## config.mk

```make
export PLATFORM = sky130hd
export DESIGN_NAME = dcbc_core
export DESIGN_NICKNAME = d
export VERILOG_FILES = /design/src/rtl/dcbc_dummy_unused.v /design/src/rtl/dcbc_buf2.v /design/src/rtl/dcbc_core.v
export VERILOG_INCLUDE_DIRS = /design/src /design/src/rtl
export SDC_FILE = /design/constraint.sdc
export NUM_CORES = 1
export LEC_CHECK = 0
export BUFFER_PORTS_ARGS = -buffer_cell sky130_fd_sc_hd__buf_4
export CAP_MARGIN = 5
export CORE_MARGIN = 10
export CORE_UTILIZATION = 55
export DETAILED_ROUTE_END_ITERATION = 10
export PLACE_DENSITY_LB_ADDON = 0.08
export SYNTH_ARGS = -nofsm -noshare
export SYNTH_HDL_FRONTEND = slang
export SYNTH_SLANG_ARGS = --single-unit
export TNS_END_PERCENT = 30
```

## constraint.sdc

```tcl
create_clock -name i_ref_clk -period 3.5 [get_ports i_ref_clk]
set_input_delay 0.875 -clock i_ref_clk [delete_from_list [all_inputs] [get_ports i_ref_clk]]
set_output_delay 0.875 -clock i_ref_clk [all_outputs]
set_load 0.05 [all_outputs]
```

## src/rtl/dcbc_regs.vh

```
// constants for the debug command and break control block
// assumes byte-wide command stream and 8-bit control/status registers
`ifndef DCBC_REGS_VH
`define DCBC_REGS_VH

// ****************************************
// command bytes
// ****************************************
`define DCBC_CMD_RD_STAT   8'h02
`define DCBC_CMD_WR_CTL    8'h04
`define DCBC_CMD_RD_CTL    8'h05
`define DCBC_CMD_WR_PM     8'h0a
`define DCBC_CMD_RD_PM     8'h0b
`define DCBC_CMD_WR_DM     8'h0c
`define DCBC_CMD_RD_DM     8'h0d
`define DCBC_CMD_CRC       8'h0e
`define DCBC_CMD_STEP      8'h10
`define DCBC_CMD_STUFF     8'h11
`define DCBC_CMD_EXEC      8'h12
`define DCBC_CMD_RD_BAUD   8'h1b

// ****************************************
// debug_control fields
// ****************************************
`define DCBC_CTL_HALT      7
`define DCBC_CTL_BRK_EN    6
`define DCBC_CTL_ACK_EN    5
`define DCBC_CTL_LOOP      4
`define DCBC_CTL_PC_BRK    3
`define DCBC_CTL_ZERO_BRK  2
`define DCBC_CTL_RSVD      1
`define DCBC_CTL_RST       0
`define DCBC_CTL_RESET     8'h00

// ****************************************
// other values
// ****************************************
`define DCBC_BAUD_RESET    12'h000
`define DCBC_FILL_BYTE     8'hff
`define DCBC_ACK_BYTE      8'hff
`define DCBC_CRC_PRESET    16'hffff
`define DCBC_CRC_POLY_REV  16'h8408
`define DCBC_SIZE_ZERO     17'h10000

`endif

```

## src/rtl/dcbc_dummy_unused.v

```verilog
// spare source slot; the block is built from dcbc_core and dcbc_buf2 only
// assumes nothing; it holds no module, so no stray top level can appear

```

## src/rtl/dcbc_buf2.v

```verilog
// two-entry buffer between the command engine and the debug link sender
// assumes both sides on one clock; out side may stall at will
`timescale 1ns/1ps
module dcbc_buf2 #(
  parameter W = 8
)(
  // clock and reset
  input  wire         i_ref_clk,
  input  wire         i_rst,
  // fill side
  input  wire         i_in_valid,
  input  wire [W-1:0] i_in_data,
  output wire         o_in_ready,
  // drain side
  output wire         o_out_valid,
  output wire [W-1:0] o_out_data,
  input  wire         i_out_ready
);

  reg [W-1:0] mem_reg [0:1];
  reg         wp_reg;
  reg         rp_reg;
  reg [1:0]   cnt_reg;
  wire        push;
  wire        pop;

  assign o_in_ready  = (cnt_reg != 2'd2);
  assign o_out_valid = (cnt_reg != 2'd0);
  assign o_out_data  = mem_reg[rp_reg];
  assign push        = i_in_valid & o_in_ready;
  assign pop         = o_out_valid & i_out_ready;

  always @(posedge i_ref_clk)
  begin
    if (i_rst)
    begin
      wp_reg  <= 1'b0;
      rp_reg  <= 1'b0;
      cnt_reg <= 2'd0;
    end
    else
    begin
      if (push)
      begin
        mem_reg[wp_reg] <= i_in_data;
        wp_reg          <= ~wp_reg;
      end
      if (pop)
        rp_reg <= ~rp_reg;
      if (push & ~pop)
        cnt_reg <= cnt_reg + 2'd1;
      else if (pop & ~push)
        cnt_reg <= cnt_reg - 2'd1;
    end
  end

endmodule

```

## src/rtl/dcbc_core.v

```verilog
// debug command handler with breakpoint, counter and control logic
// assumes link framing delivers whole bytes on this clock, memories
// answer a read strobe with data on the following cycle, and the cpu
// decoder gives the instruction length of o_insn_byte combinationally
//
// Contract
// - program read: cmd, addr hi/lo, size hi/lo, then size bytes out; 0 = 65536
// - program read returns ffh outside debug mode or under read protect
// - data write: cmd, addr, size, data; dropped outside debug or read protect
// - data read: cmd, addr, size, then size bytes out; zero size = 65536
// - data read returns ffh outside debug mode; read protect does not block
// - crc command: ccitt crc, preset ones, lsb first, inverted, high first
// - crc outside debug mode returns ffffh
// - crc answer comes about one clock per program byte later
// - step runs one instruction; ignored outside debug or read protect
// - stuff sends opcode byte to cpu; ignored outside debug or read protect
// - execute passes 1-7 instruction bytes; ignored outside debug/protect
// - baud readback returns 12-bit reload value in two bytes, high byte first
// - control 81h resets and stops, 41h resets and runs, 40h resumes
// - control bit 7 halts fetches; set by hardware on enabled breakpoint
// - bit 6 clear makes breakpoint opcode a no-op; set enables action
// - bit 5 sends ffh on breakpoint, then clears itself
// - bit 4 clear halts on breakpoint; set makes the cpu loop on it
// - bit 3 compares counter with pc to halt; counter frozen while running
// - bit 2 halts when counter decrements to zero; no reload on resume
// - bit 0 resets device except debugger; clears when reset completes
// - status 7 halted or break since last control write; 6 halt; 4-0 zero
// - status 5 is one when the read-protect option bit is zero
// - program write stores only if unlocked, halted and not protected
`timescale 1ns/1ps
`include "dcbc_regs.vh"
module dcbc_core #(
  parameter [16:0] PM_BYTES = 17'h10000
)(
  // clock and reset
  input  wire        i_ref_clk,
  input  wire        i_rst,
  // command bytes from the link
  input  wire        i_rx_valid,
  input  wire [7:0]  i_rx_data,
  output wire        o_rx_ready,
  // answer bytes to the link
  output wire        o_tx_valid,
  output wire [7:0]  o_tx_data,
  input  wire        i_tx_ready,
  // program and data memory
  output reg  [15:0] o_mem_addr,
  output reg  [7:0]  o_mem_wdata,
  output reg         o_pm_rd,
  output reg         o_pm_wr,
  output reg         o_dm_rd,
  output reg         o_dm_wr,
  input  wire [7:0]  i_pm_rdata,
  input  wire [7:0]  i_dm_rdata,
  // cpu side
  input  wire [15:0] i_cpu_pc,
  input  wire        i_brk_decoded,
  input  wire        i_cpu_halt,
  input  wire [2:0]  i_op_len,
  output wire        o_cpu_stop,
  output wire        o_brk_as_nop,
  output wire        o_brk_loop,
  output reg         o_step,
  output reg         o_stuff,
  output reg         o_exec_valid,
  output reg         o_exec_last,
  output reg  [7:0]  o_insn_byte,
  // device reset request
  output wire        o_dev_rst,
  input  wire        i_dev_rst_done,
  // option bit, flash unlock, counter load, autobaud
  input  wire        i_rp_option,
  input  wire        i_flash_unlocked,
  input  wire        i_cnt_wr,
  input  wire [15:0] i_cnt_wdata,
  input  wire        i_baud_load,
  input  wire [11:0] i_baud_value,
  // register view
  output wire [7:0]  o_debug_control,
  output wire [7:0]  o_debug_status
);

  // ****************************************
  // states
  // ****************************************
  localparam [3:0] S_IDLE = 4'h0;
  localparam [3:0] S_AH   = 4'h1;
  localparam [3:0] S_AL   = 4'h2;
  localparam [3:0] S_SH   = 4'h3;
  localparam [3:0] S_SL   = 4'h4;
  localparam [3:0] S_RD   = 4'h5;
  localparam [3:0] S_RW1  = 4'h6;
  localparam [3:0] S_RW2  = 4'h7;
  localparam [3:0] S_PUSH = 4'h8;
  localparam [3:0] S_WD   = 4'h9;
  localparam [3:0] S_CRC  = 4'ha;
  localparam [3:0] S_CTL  = 4'hb;
  localparam [3:0] S_STF  = 4'hc;
  localparam [3:0] S_EXF  = 4'hd;
  localparam [3:0] S_EXL  = 4'he;
  localparam [3:0] S_EXN  = 4'hf;

  reg [3:0]  state_reg;
  reg [7:0]  cmd_reg;
  reg [15:0] addr_reg;
  reg [7:0]  szh_reg;
  reg [16:0] size_reg;
  reg [7:0]  tx_byte_reg;
  reg [7:0]  lo_byte_reg;
  reg        lo_pend_reg;
  reg        ack_push_reg;
  reg        ack_pend_reg;
  reg [7:0]  ctl_reg;
  reg        brk_seen_reg;
  reg [15:0] cnt_reg;
  reg [11:0] baud_reg;
  reg [15:0] crc_reg;
  reg [16:0] crc_left_reg;
  reg [1:0]  crc_pend_reg;
  reg [2:0]  exn_left_reg;

  wire       dbg;
  wire       rpa;
  wire       rx_fire;
  wire       push_valid;
  wire       push_ready;
  wire       brk_hit;
  wire       pc_hit;
  wire       cnt_dec;
  wire       zero_hit;
  wire       set_dbg;
  wire       is_pm;
  wire       rd_block;
  wire       wr_ok;
  wire       run_ok;
  wire [15:0] sz16;

  // ****************************************
  // crc byte step
  // ****************************************
  function [15:0] crc_step;
    input [15:0] c;
    input [7:0]  d;
    integer      k;
    reg [15:0]   x;
    begin
      x = c;
      for (k = 0; k < 8; k = k + 1)
        x = (x[0] ^ d[k]) ? ((x >> 1) ^ `DCBC_CRC_POLY_REV) : (x >> 1);
      crc_step = x;
    end
  endfunction

  // ****************************************
  // qualifiers
  // ****************************************
  assign dbg      = ctl_reg[`DCBC_CTL_HALT];
  assign rpa      = ~i_rp_option;
  assign is_pm    = (cmd_reg == `DCBC_CMD_RD_PM) | (cmd_reg == `DCBC_CMD_WR_PM);
  assign rd_block = is_pm ? (~dbg | rpa) : ~dbg;
  assign wr_ok    = is_pm ? (i_flash_unlocked & dbg & ~rpa)
                          : (dbg & ~rpa);
  assign run_ok   = dbg & ~rpa;
  assign sz16     = {szh_reg, i_rx_data};
  assign rx_fire  = i_rx_valid & o_rx_ready;

  assign o_rx_ready = ((state_reg == S_IDLE) & ~ack_pend_reg) |
                      (state_reg == S_AH) | (state_reg == S_AL) |
                      (state_reg == S_SH) | (state_reg == S_SL) |
                      (state_reg == S_WD) | (state_reg == S_CTL) |
                      (state_reg == S_STF) | (state_reg == S_EXF) |
                      (state_reg == S_EXN);

  // ****************************************
  // break sources
  // ****************************************
  assign brk_hit  = i_brk_decoded & ctl_reg[`DCBC_CTL_BRK_EN];
  assign pc_hit   = ctl_reg[`DCBC_CTL_PC_BRK] & ~dbg & (i_cpu_pc == cnt_reg);
  assign cnt_dec  = ~dbg & ~ctl_reg[`DCBC_CTL_PC_BRK] & (cnt_reg != 16'h0000);
  assign zero_hit = ctl_reg[`DCBC_CTL_ZERO_BRK] & cnt_dec & (cnt_reg == 16'h0001);
  assign set_dbg  = (brk_hit & ~ctl_reg[`DCBC_CTL_LOOP]) | pc_hit | zero_hit;

  assign o_cpu_stop      = dbg;
  assign o_brk_as_nop    = ~ctl_reg[`DCBC_CTL_BRK_EN];
  assign o_brk_loop      = ctl_reg[`DCBC_CTL_BRK_EN] & ctl_reg[`DCBC_CTL_LOOP];
  assign o_dev_rst       = ctl_reg[`DCBC_CTL_RST];
  assign o_debug_control = ctl_reg;
  assign o_debug_status  = {dbg | brk_seen_reg, i_cpu_halt, rpa, 5'h00};

  // ****************************************
  // answer path
  // ****************************************
  assign push_valid = (state_reg == S_PUSH);

  dcbc_buf2 #(
    .W (8)
  ) u_buf (
    .i_ref_clk   (i_ref_clk),
    .i_rst       (i_rst),
    .i_in_valid  (push_valid),
    .i_in_data   (tx_byte_reg),
    .o_in_ready  (push_ready),
    .o_out_valid (o_tx_valid),
    .o_out_data  (o_tx_data),
    .i_out_ready (i_tx_ready)
  );

  // ****************************************
  // engine
  // ****************************************
  always @(posedge i_ref_clk)
  begin
    if (i_rst)
    begin
      state_reg    <= S_IDLE;
      cmd_reg      <= 8'h00;
      addr_reg     <= 16'h0000;
      szh_reg      <= 8'h00;
      size_reg     <= 17'h00000;
      tx_byte_reg  <= 8'h00;
      lo_byte_reg  <= 8'h00;
      lo_pend_reg  <= 1'b0;
      ack_push_reg <= 1'b0;
      ack_pend_reg <= 1'b0;
      ctl_reg      <= `DCBC_CTL_RESET;
      brk_seen_reg <= 1'b0;
      cnt_reg      <= 16'h0000;
      baud_reg     <= `DCBC_BAUD_RESET;
      crc_reg      <= `DCBC_CRC_PRESET;
      crc_left_reg <= 17'h00000;
      crc_pend_reg <= 2'b00;
      exn_left_reg <= 3'h0;
      o_mem_addr   <= 16'h0000;
      o_mem_wdata  <= 8'h00;
      o_pm_rd      <= 1'b0;
      o_pm_wr      <= 1'b0;
      o_dm_rd      <= 1'b0;
      o_dm_wr      <= 1'b0;
      o_step       <= 1'b0;
      o_stuff      <= 1'b0;
      o_exec_valid <= 1'b0;
      o_exec_last  <= 1'b0;
      o_insn_byte  <= 8'h00;
    end
    else
    begin
      o_pm_rd      <= 1'b0;
      o_pm_wr      <= 1'b0;
      o_dm_rd      <= 1'b0;
      o_dm_wr      <= 1'b0;
      o_step       <= 1'b0;
      o_stuff      <= 1'b0;
      o_exec_valid <= 1'b0;
      o_exec_last  <= 1'b0;
      if (i_baud_load)
        baud_reg <= i_baud_value;
      if (i_cnt_wr)
        cnt_reg <= i_cnt_wdata;
      else if (cnt_dec)
        cnt_reg <= cnt_reg - 16'h0001;
      if (i_dev_rst_done)
        ctl_reg[`DCBC_CTL_RST] <= 1'b0;
      case (state_reg)
        S_IDLE:
        begin
          lo_pend_reg <= 1'b0;
          if (ack_pend_reg)
          begin
            tx_byte_reg  <= `DCBC_ACK_BYTE;
            ack_push_reg <= 1'b1;
            state_reg    <= S_PUSH;
          end
          else if (rx_fire)
          begin
            cmd_reg <= i_rx_data;
            case (i_rx_data)
              `DCBC_CMD_RD_STAT:
              begin
                tx_byte_reg <= o_debug_status;
                state_reg   <= S_PUSH;
              end
              `DCBC_CMD_WR_CTL: state_reg <= S_CTL;
              `DCBC_CMD_RD_CTL:
              begin
                tx_byte_reg <= ctl_reg;
                state_reg   <= S_PUSH;
              end
              `DCBC_CMD_WR_PM, `DCBC_CMD_RD_PM,
              `DCBC_CMD_WR_DM, `DCBC_CMD_RD_DM: state_reg <= S_AH;
              `DCBC_CMD_CRC:
              begin
                if (~dbg)
                begin
                  tx_byte_reg <= `DCBC_FILL_BYTE;
                  lo_byte_reg <= `DCBC_FILL_BYTE;
                  lo_pend_reg <= 1'b1;
                  state_reg   <= S_PUSH;
                end
                else
                begin
                  crc_reg      <= `DCBC_CRC_PRESET;
                  crc_left_reg <= PM_BYTES;
                  crc_pend_reg <= 2'b00;
                  addr_reg     <= 16'h0000;
                  state_reg    <= S_CRC;
                end
              end
              `DCBC_CMD_STEP: o_step <= run_ok;
              `DCBC_CMD_STUFF: state_reg <= S_STF;
              `DCBC_CMD_EXEC: state_reg <= S_EXF;
              `DCBC_CMD_RD_BAUD:
              begin
                tx_byte_reg <= {4'h0, baud_reg[11:8]};
                lo_byte_reg <= baud_reg[7:0];
                lo_pend_reg <= 1'b1;
                state_reg   <= S_PUSH;
              end
              default: state_reg <= S_IDLE;
            endcase
          end
        end
        S_AH: if (rx_fire) begin addr_reg[15:8] <= i_rx_data; state_reg <= S_AL; end
        S_AL: if (rx_fire) begin addr_reg[7:0] <= i_rx_data; state_reg <= S_SH; end
        S_SH: if (rx_fire) begin szh_reg <= i_rx_data; state_reg <= S_SL; end
        S_SL:
        begin
          if (rx_fire)
          begin
            size_reg  <= (sz16 == 16'h0000) ? `DCBC_SIZE_ZERO : {1'b0, sz16};
            state_reg <= ((cmd_reg == `DCBC_CMD_WR_PM) | (cmd_reg == `DCBC_CMD_WR_DM))
                         ? S_WD : S_RD;
          end
        end
        S_RD:
        begin
          if (rd_block)
          begin
            tx_byte_reg <= `DCBC_FILL_BYTE;
            state_reg   <= S_PUSH;
          end
          else
          begin
            o_mem_addr <= addr_reg;
            o_pm_rd    <= is_pm;
            o_dm_rd    <= ~is_pm;
            state_reg  <= S_RW1;
          end
          addr_reg <= addr_reg + 16'h0001;
          size_reg <= size_reg - 17'h00001;
        end
        S_RW1: state_reg <= S_RW2;
        S_RW2:
        begin
          tx_byte_reg <= is_pm ? i_pm_rdata : i_dm_rdata;
          state_reg   <= S_PUSH;
        end
        S_PUSH:
        begin
          if (push_ready)
          begin
            if (ack_push_reg)
            begin
              ack_push_reg <= 1'b0;
              ack_pend_reg <= 1'b0;
              ctl_reg[`DCBC_CTL_ACK_EN] <= 1'b0;
            end
            if (lo_pend_reg & ~ack_push_reg)
            begin
              tx_byte_reg <= lo_byte_reg;
              lo_pend_reg <= 1'b0;
            end
            else if (~ack_push_reg & (size_reg != 17'h00000) &
                     ((cmd_reg == `DCBC_CMD_RD_PM) | (cmd_reg == `DCBC_CMD_RD_DM)))
              state_reg <= S_RD;
            else
              state_reg <= S_IDLE;
          end
        end
        S_WD:
        begin
          if (rx_fire)
          begin
            o_mem_addr  <= addr_reg;
            o_mem_wdata <= i_rx_data;
            o_pm_wr     <= is_pm & wr_ok;
            o_dm_wr     <= ~is_pm & wr_ok;
            addr_reg    <= addr_reg + 16'h0001;
            size_reg    <= size_reg - 17'h00001;
            if (size_reg == 17'h00001)
              state_reg <= S_IDLE;
          end
        end
        S_CRC:
        begin
          if (crc_pend_reg[1])
            crc_reg <= crc_step(crc_reg, i_pm_rdata);
          crc_pend_reg <= {crc_pend_reg[0], crc_left_reg != 17'h00000};
          if (crc_left_reg != 17'h00000)
          begin
            o_mem_addr   <= addr_reg;
            o_pm_rd      <= 1'b1;
            addr_reg     <= addr_reg + 16'h0001;
            crc_left_reg <= crc_left_reg - 17'h00001;
          end
          else if (crc_pend_reg == 2'b00)
          begin
            tx_byte_reg <= ~crc_reg[15:8];
            lo_byte_reg <= ~crc_reg[7:0];
            lo_pend_reg <= 1'b1;
            state_reg   <= S_PUSH;
          end
        end
        S_CTL:
        begin
          if (rx_fire)
          begin
            ctl_reg   <= {i_rx_data[7:2], 1'b0, i_rx_data[0]};
            state_reg <= S_IDLE;
          end
        end
        S_STF:
        begin
          if (rx_fire)
          begin
            o_insn_byte <= i_rx_data;
            o_stuff     <= run_ok;
            state_reg   <= S_IDLE;
          end
        end
        S_EXF:
        begin
          if (rx_fire)
          begin
            o_insn_byte <= i_rx_data;
            state_reg   <= S_EXL;
          end
        end
        S_EXL:
        begin
          o_exec_valid <= run_ok;
          o_exec_last  <= (i_op_len <= 3'd1);
          exn_left_reg <= (i_op_len == 3'd0) ? 3'd0 : i_op_len - 3'd1;
          state_reg    <= (i_op_len <= 3'd1) ? S_IDLE : S_EXN;
        end
        S_EXN:
        begin
          if (rx_fire)
          begin
            o_insn_byte  <= i_rx_data;
            o_exec_valid <= run_ok;
            o_exec_last  <= (exn_left_reg == 3'd1);
            exn_left_reg <= exn_left_reg - 3'd1;
            if (exn_left_reg == 3'd1)
              state_reg <= S_IDLE;
          end
        end
        default: state_reg <= S_IDLE;
      endcase
      // control write clears the break memory; a new break wins
      if ((state_reg == S_CTL) & rx_fire)
        brk_seen_reg <= 1'b0;
      if (brk_hit)
        brk_seen_reg <= 1'b1;
      if (set_dbg)
        ctl_reg[`DCBC_CTL_HALT] <= 1'b1;
      if ((set_dbg | brk_hit) & ctl_reg[`DCBC_CTL_ACK_EN])
        ack_pend_reg <= 1'b1;
    end
  end

endmodule

```

==> flow_metrics.tcl <==
set metrics [dict create \
    ys_types 86 \
    dr.pass1.iters 7 \
    wl_per_cell_um 19.0 \
    ir_drop_uv 336 \
    setup_violations 0 \
    numCtsBuffers 23 \
    grt_overflow 0 \
    dpl.hpwl_um 23100 \
    ios 152 \
    grt_pass1_vias 9723 \
    fillers 1721 \
    crit_required_ns 2.62 \
    min_from "tx_byte_reg[2]$_SDFFE_PP0P_" \
    synth_seq_area_share 0.393 \
    power_w 0.00876 \
    async_flop_share 0 \
    wl_um 31900 \
    crit_buf_inv 2 \
    r2r_cells 7 \
    finalHoldViolations 0 \
    rsz0062_at_grt "false" \
    via_per_inst 5.94 \
    clk_pin_slew_worst_paths_ns 0.07 \
    clk_path_buf_depth 3 \
    ys.flop_type "dfxtp_1" \
    r2r-start "state_reg[2]$_SDFFE_PP0P_" \
    nNetsFinal 1487 \
    worst_pin_slew_ns 1.02 \
    multi_input_area_um2 6120 \
    portBuffers 145 \
    hold_path.class "register to register" \
    cp_num_cells 5 \
    tns_ns 0 \
    startpoint "state_reg[3]$_SDFFE_PP0P_" \
    grt_usage 0.237 \
    cts-resized-gates 0 \
    cts_hold_buf 0 \
    critical_path.slowest_cell "dfxtp_1" \
    start_kind "register" \
    worstSetupEndpointType "output pin" \
    grt_max_degree 157 \
    synth_common_cells "191 x dfxtp_1, 189 x nor2_1, 89 x nand2_1" \
    ant_nets 0 \
    syn_avg_cell_area_um2 8.53 \
    period_share 0.887 \
    leakagePower_nw 5.25 \
    htree_levels 1 \
    cp_top_family "flip-flops" \
    dr_wl_met2_um 14800 \
    skew_ns 0.00905 \
    max_stage_delay_ns 0.81 \
    syn_area_um2 10900 \
    synth_top_area_frac 0.349 \
    clk_latency_ns 0.51 \
    root_buffer "clkbuf_16" \
    antenna_found_initial 0 \
    dr.first_iter.drc_count 933 \
    syn_to_final_growth_pct 18.5 \
    cp_max_fo 23 \
    wl_met1_um 13800 \
    top_layer_used "met4" \
    drv_slew 0 \
    dr_wl_met3_um 2510 \
    rows 51 \
    power_per_cell_area_nw_per_um2 675 \
    die_h_um 161 \
    regArea_um2 4300 \
    num_antenna_cells 0 \
    fin_ws_ns 0.395 \
    core_area_um2 19500 \
    drc 0 \
    die_x_um 161 \
    synthMostInstantiatedCell "dfxtp_1" \
    postCtsSetupBuffers 0 \
    gp_congestion 0.925 \
    crit_chain "nor2b_1 > o21ai_0 > nand2_1 > inv_1 > buf_4" \
    synth_edf_count 16 \
    place_ws_ns 0.444 \
    synthTopCellsByArea "dfxtp_1 35%, mux2i_1 8.0%, nor2_1 6.5%, edfxtp_1 4.4%, xnor2_1 3.8%" \
    hold_depth 0 \
    grt_pass1_wl_um 52000 \
    maxCapViolCount 0 \
    yosysTopAreaCell "dfxtp_1" \
    fmax_mhz 322 \
    setup.worst_path.class "register to output pin" \
    start_util 0.561 \
    ys_ff_latch 207 \
    synthCells 1283 \
    fin_crit_ns 3.10 \
    cts_tree "done" \
    die_area_um2 25900 \
    slew_headroom 0.317 \
    outcome "complete, no violations" \
    crit_arrival_ns 2.23 \
    route.vias.total 9948 \
    drive_above_1_share 0.184 \
    synth_warnings 0 \
    cts_num_sinks 207 \
]
## cell type report
type | count | area share
Sequential cell | 207 | 0.332
Clock buffer | 28 | 0.0473
Inverter | 27 | 0.00781
Timing Repair Buffer | 172 | 0.100
Clock inverter | 13 | 0.0155
Tap cell | 265 | 0.0255
Multi-Input combinational cell | 963 | 0.472
## final timing paths
path / slack [ns] / end
setup / recovery: 0.40 / o_rx_ready
hold / removal: 0.48 / u_buf.mem_reg[0][2]$_DFFE_PP_
setup reg to reg: 0.56 / addr_reg[2]$_SDFFE_PP0P_
hold reg to reg: 0.48 / u_buf.mem_reg[0][2]$_DFFE_PP_
## metal layers
layer  vias up  global-route usage
met5         -                   0
met4         0              0.0666
li1       4820                   -
met3        66              0.0511
met1      4668               0.315
met2       394               0.379
## logic make-up after synthesis
family | count (synthesis) | synth area share
fa+ha+maj | 11 | 0.0126
flops | 207 | 0.393
compound gates | 262 | 0.157
simple gates | 506 | 0.232
mux | 99 | 0.0919
other cells | 1 | 0.000343
buf+inv | 118 | 0.0502
xor+xnor | 79 | 0.0632
## through the flow
step           instance area [µm²]  hold WS [ns]   util  std cells
2_1_floorplan                11000         0.418      -       1288
3_3_place_gp                 12200         0.452  0.623       1634
3_5_place_dp                 12200         0.463  0.623       1634
4_1_cts                      13000         0.477  0.665       1675
5_1_grt                      13000         0.490  0.665       1675
6_report                     13000         0.481  0.665       1675
## report_power, final
part	internal [W]	switching [W]
sequential	0.00263	0.000338
clock	0.00162	0.000988
combinational	0.00123	0.00196
total	0.00547	0.00328
## layout by cell type (no fill, tap or decap), drive strengths merged, types with 8 or more instances in the layout
| cell | netlist | layout |
|---|---|---|
| clkbuf | 58 | 28 |
| ha | 11 | 11 |
| inv | 26 | 27 |
| a21oi | 73 | 73 |
| a2bb2oi | 12 | 12 |
| a221oi | 12 | 12 |
| a211oi | 18 | 18 |
| xor2 | 32 | 32 |
| nand2 | 89 | 89 |
| mux2i | 87 | 87 |
| nand2b | 8 | 8 |
| mux2 | 12 | 12 |
| nor3 | 50 | 50 |
| edfxtp | 16 | 16 |
| o21ai | 69 | 69 |
| or2 | 8 | 8 |
| or4 | 17 | 17 |
| nor3b | 8 | 8 |
| nor2b | 16 | 16 |
| a22oi | 8 | 8 |
| nand3 | 35 | 35 |
| xnor2 | 47 | 47 |
| or3 | 13 | 13 |
| nand4 | 16 | 16 |
| dfxtp | 191 | 191 |
| buf | 32 | 172 |
| nor2 | 190 | 190 |
| nor4 | 27 | 27 |
## worst reg2reg max path, cell delays in order, from the launching register on
cell and delay (ns):
dfxtp_1 0.81, buf_4 0.28, nor2b_1 0.42, o21ai_1 0.23, nand2_1 0.47, a32oi_1 0.17, or2_2 0.32, a21oi_1 0.14
Power figures use the tool's default switching activity.
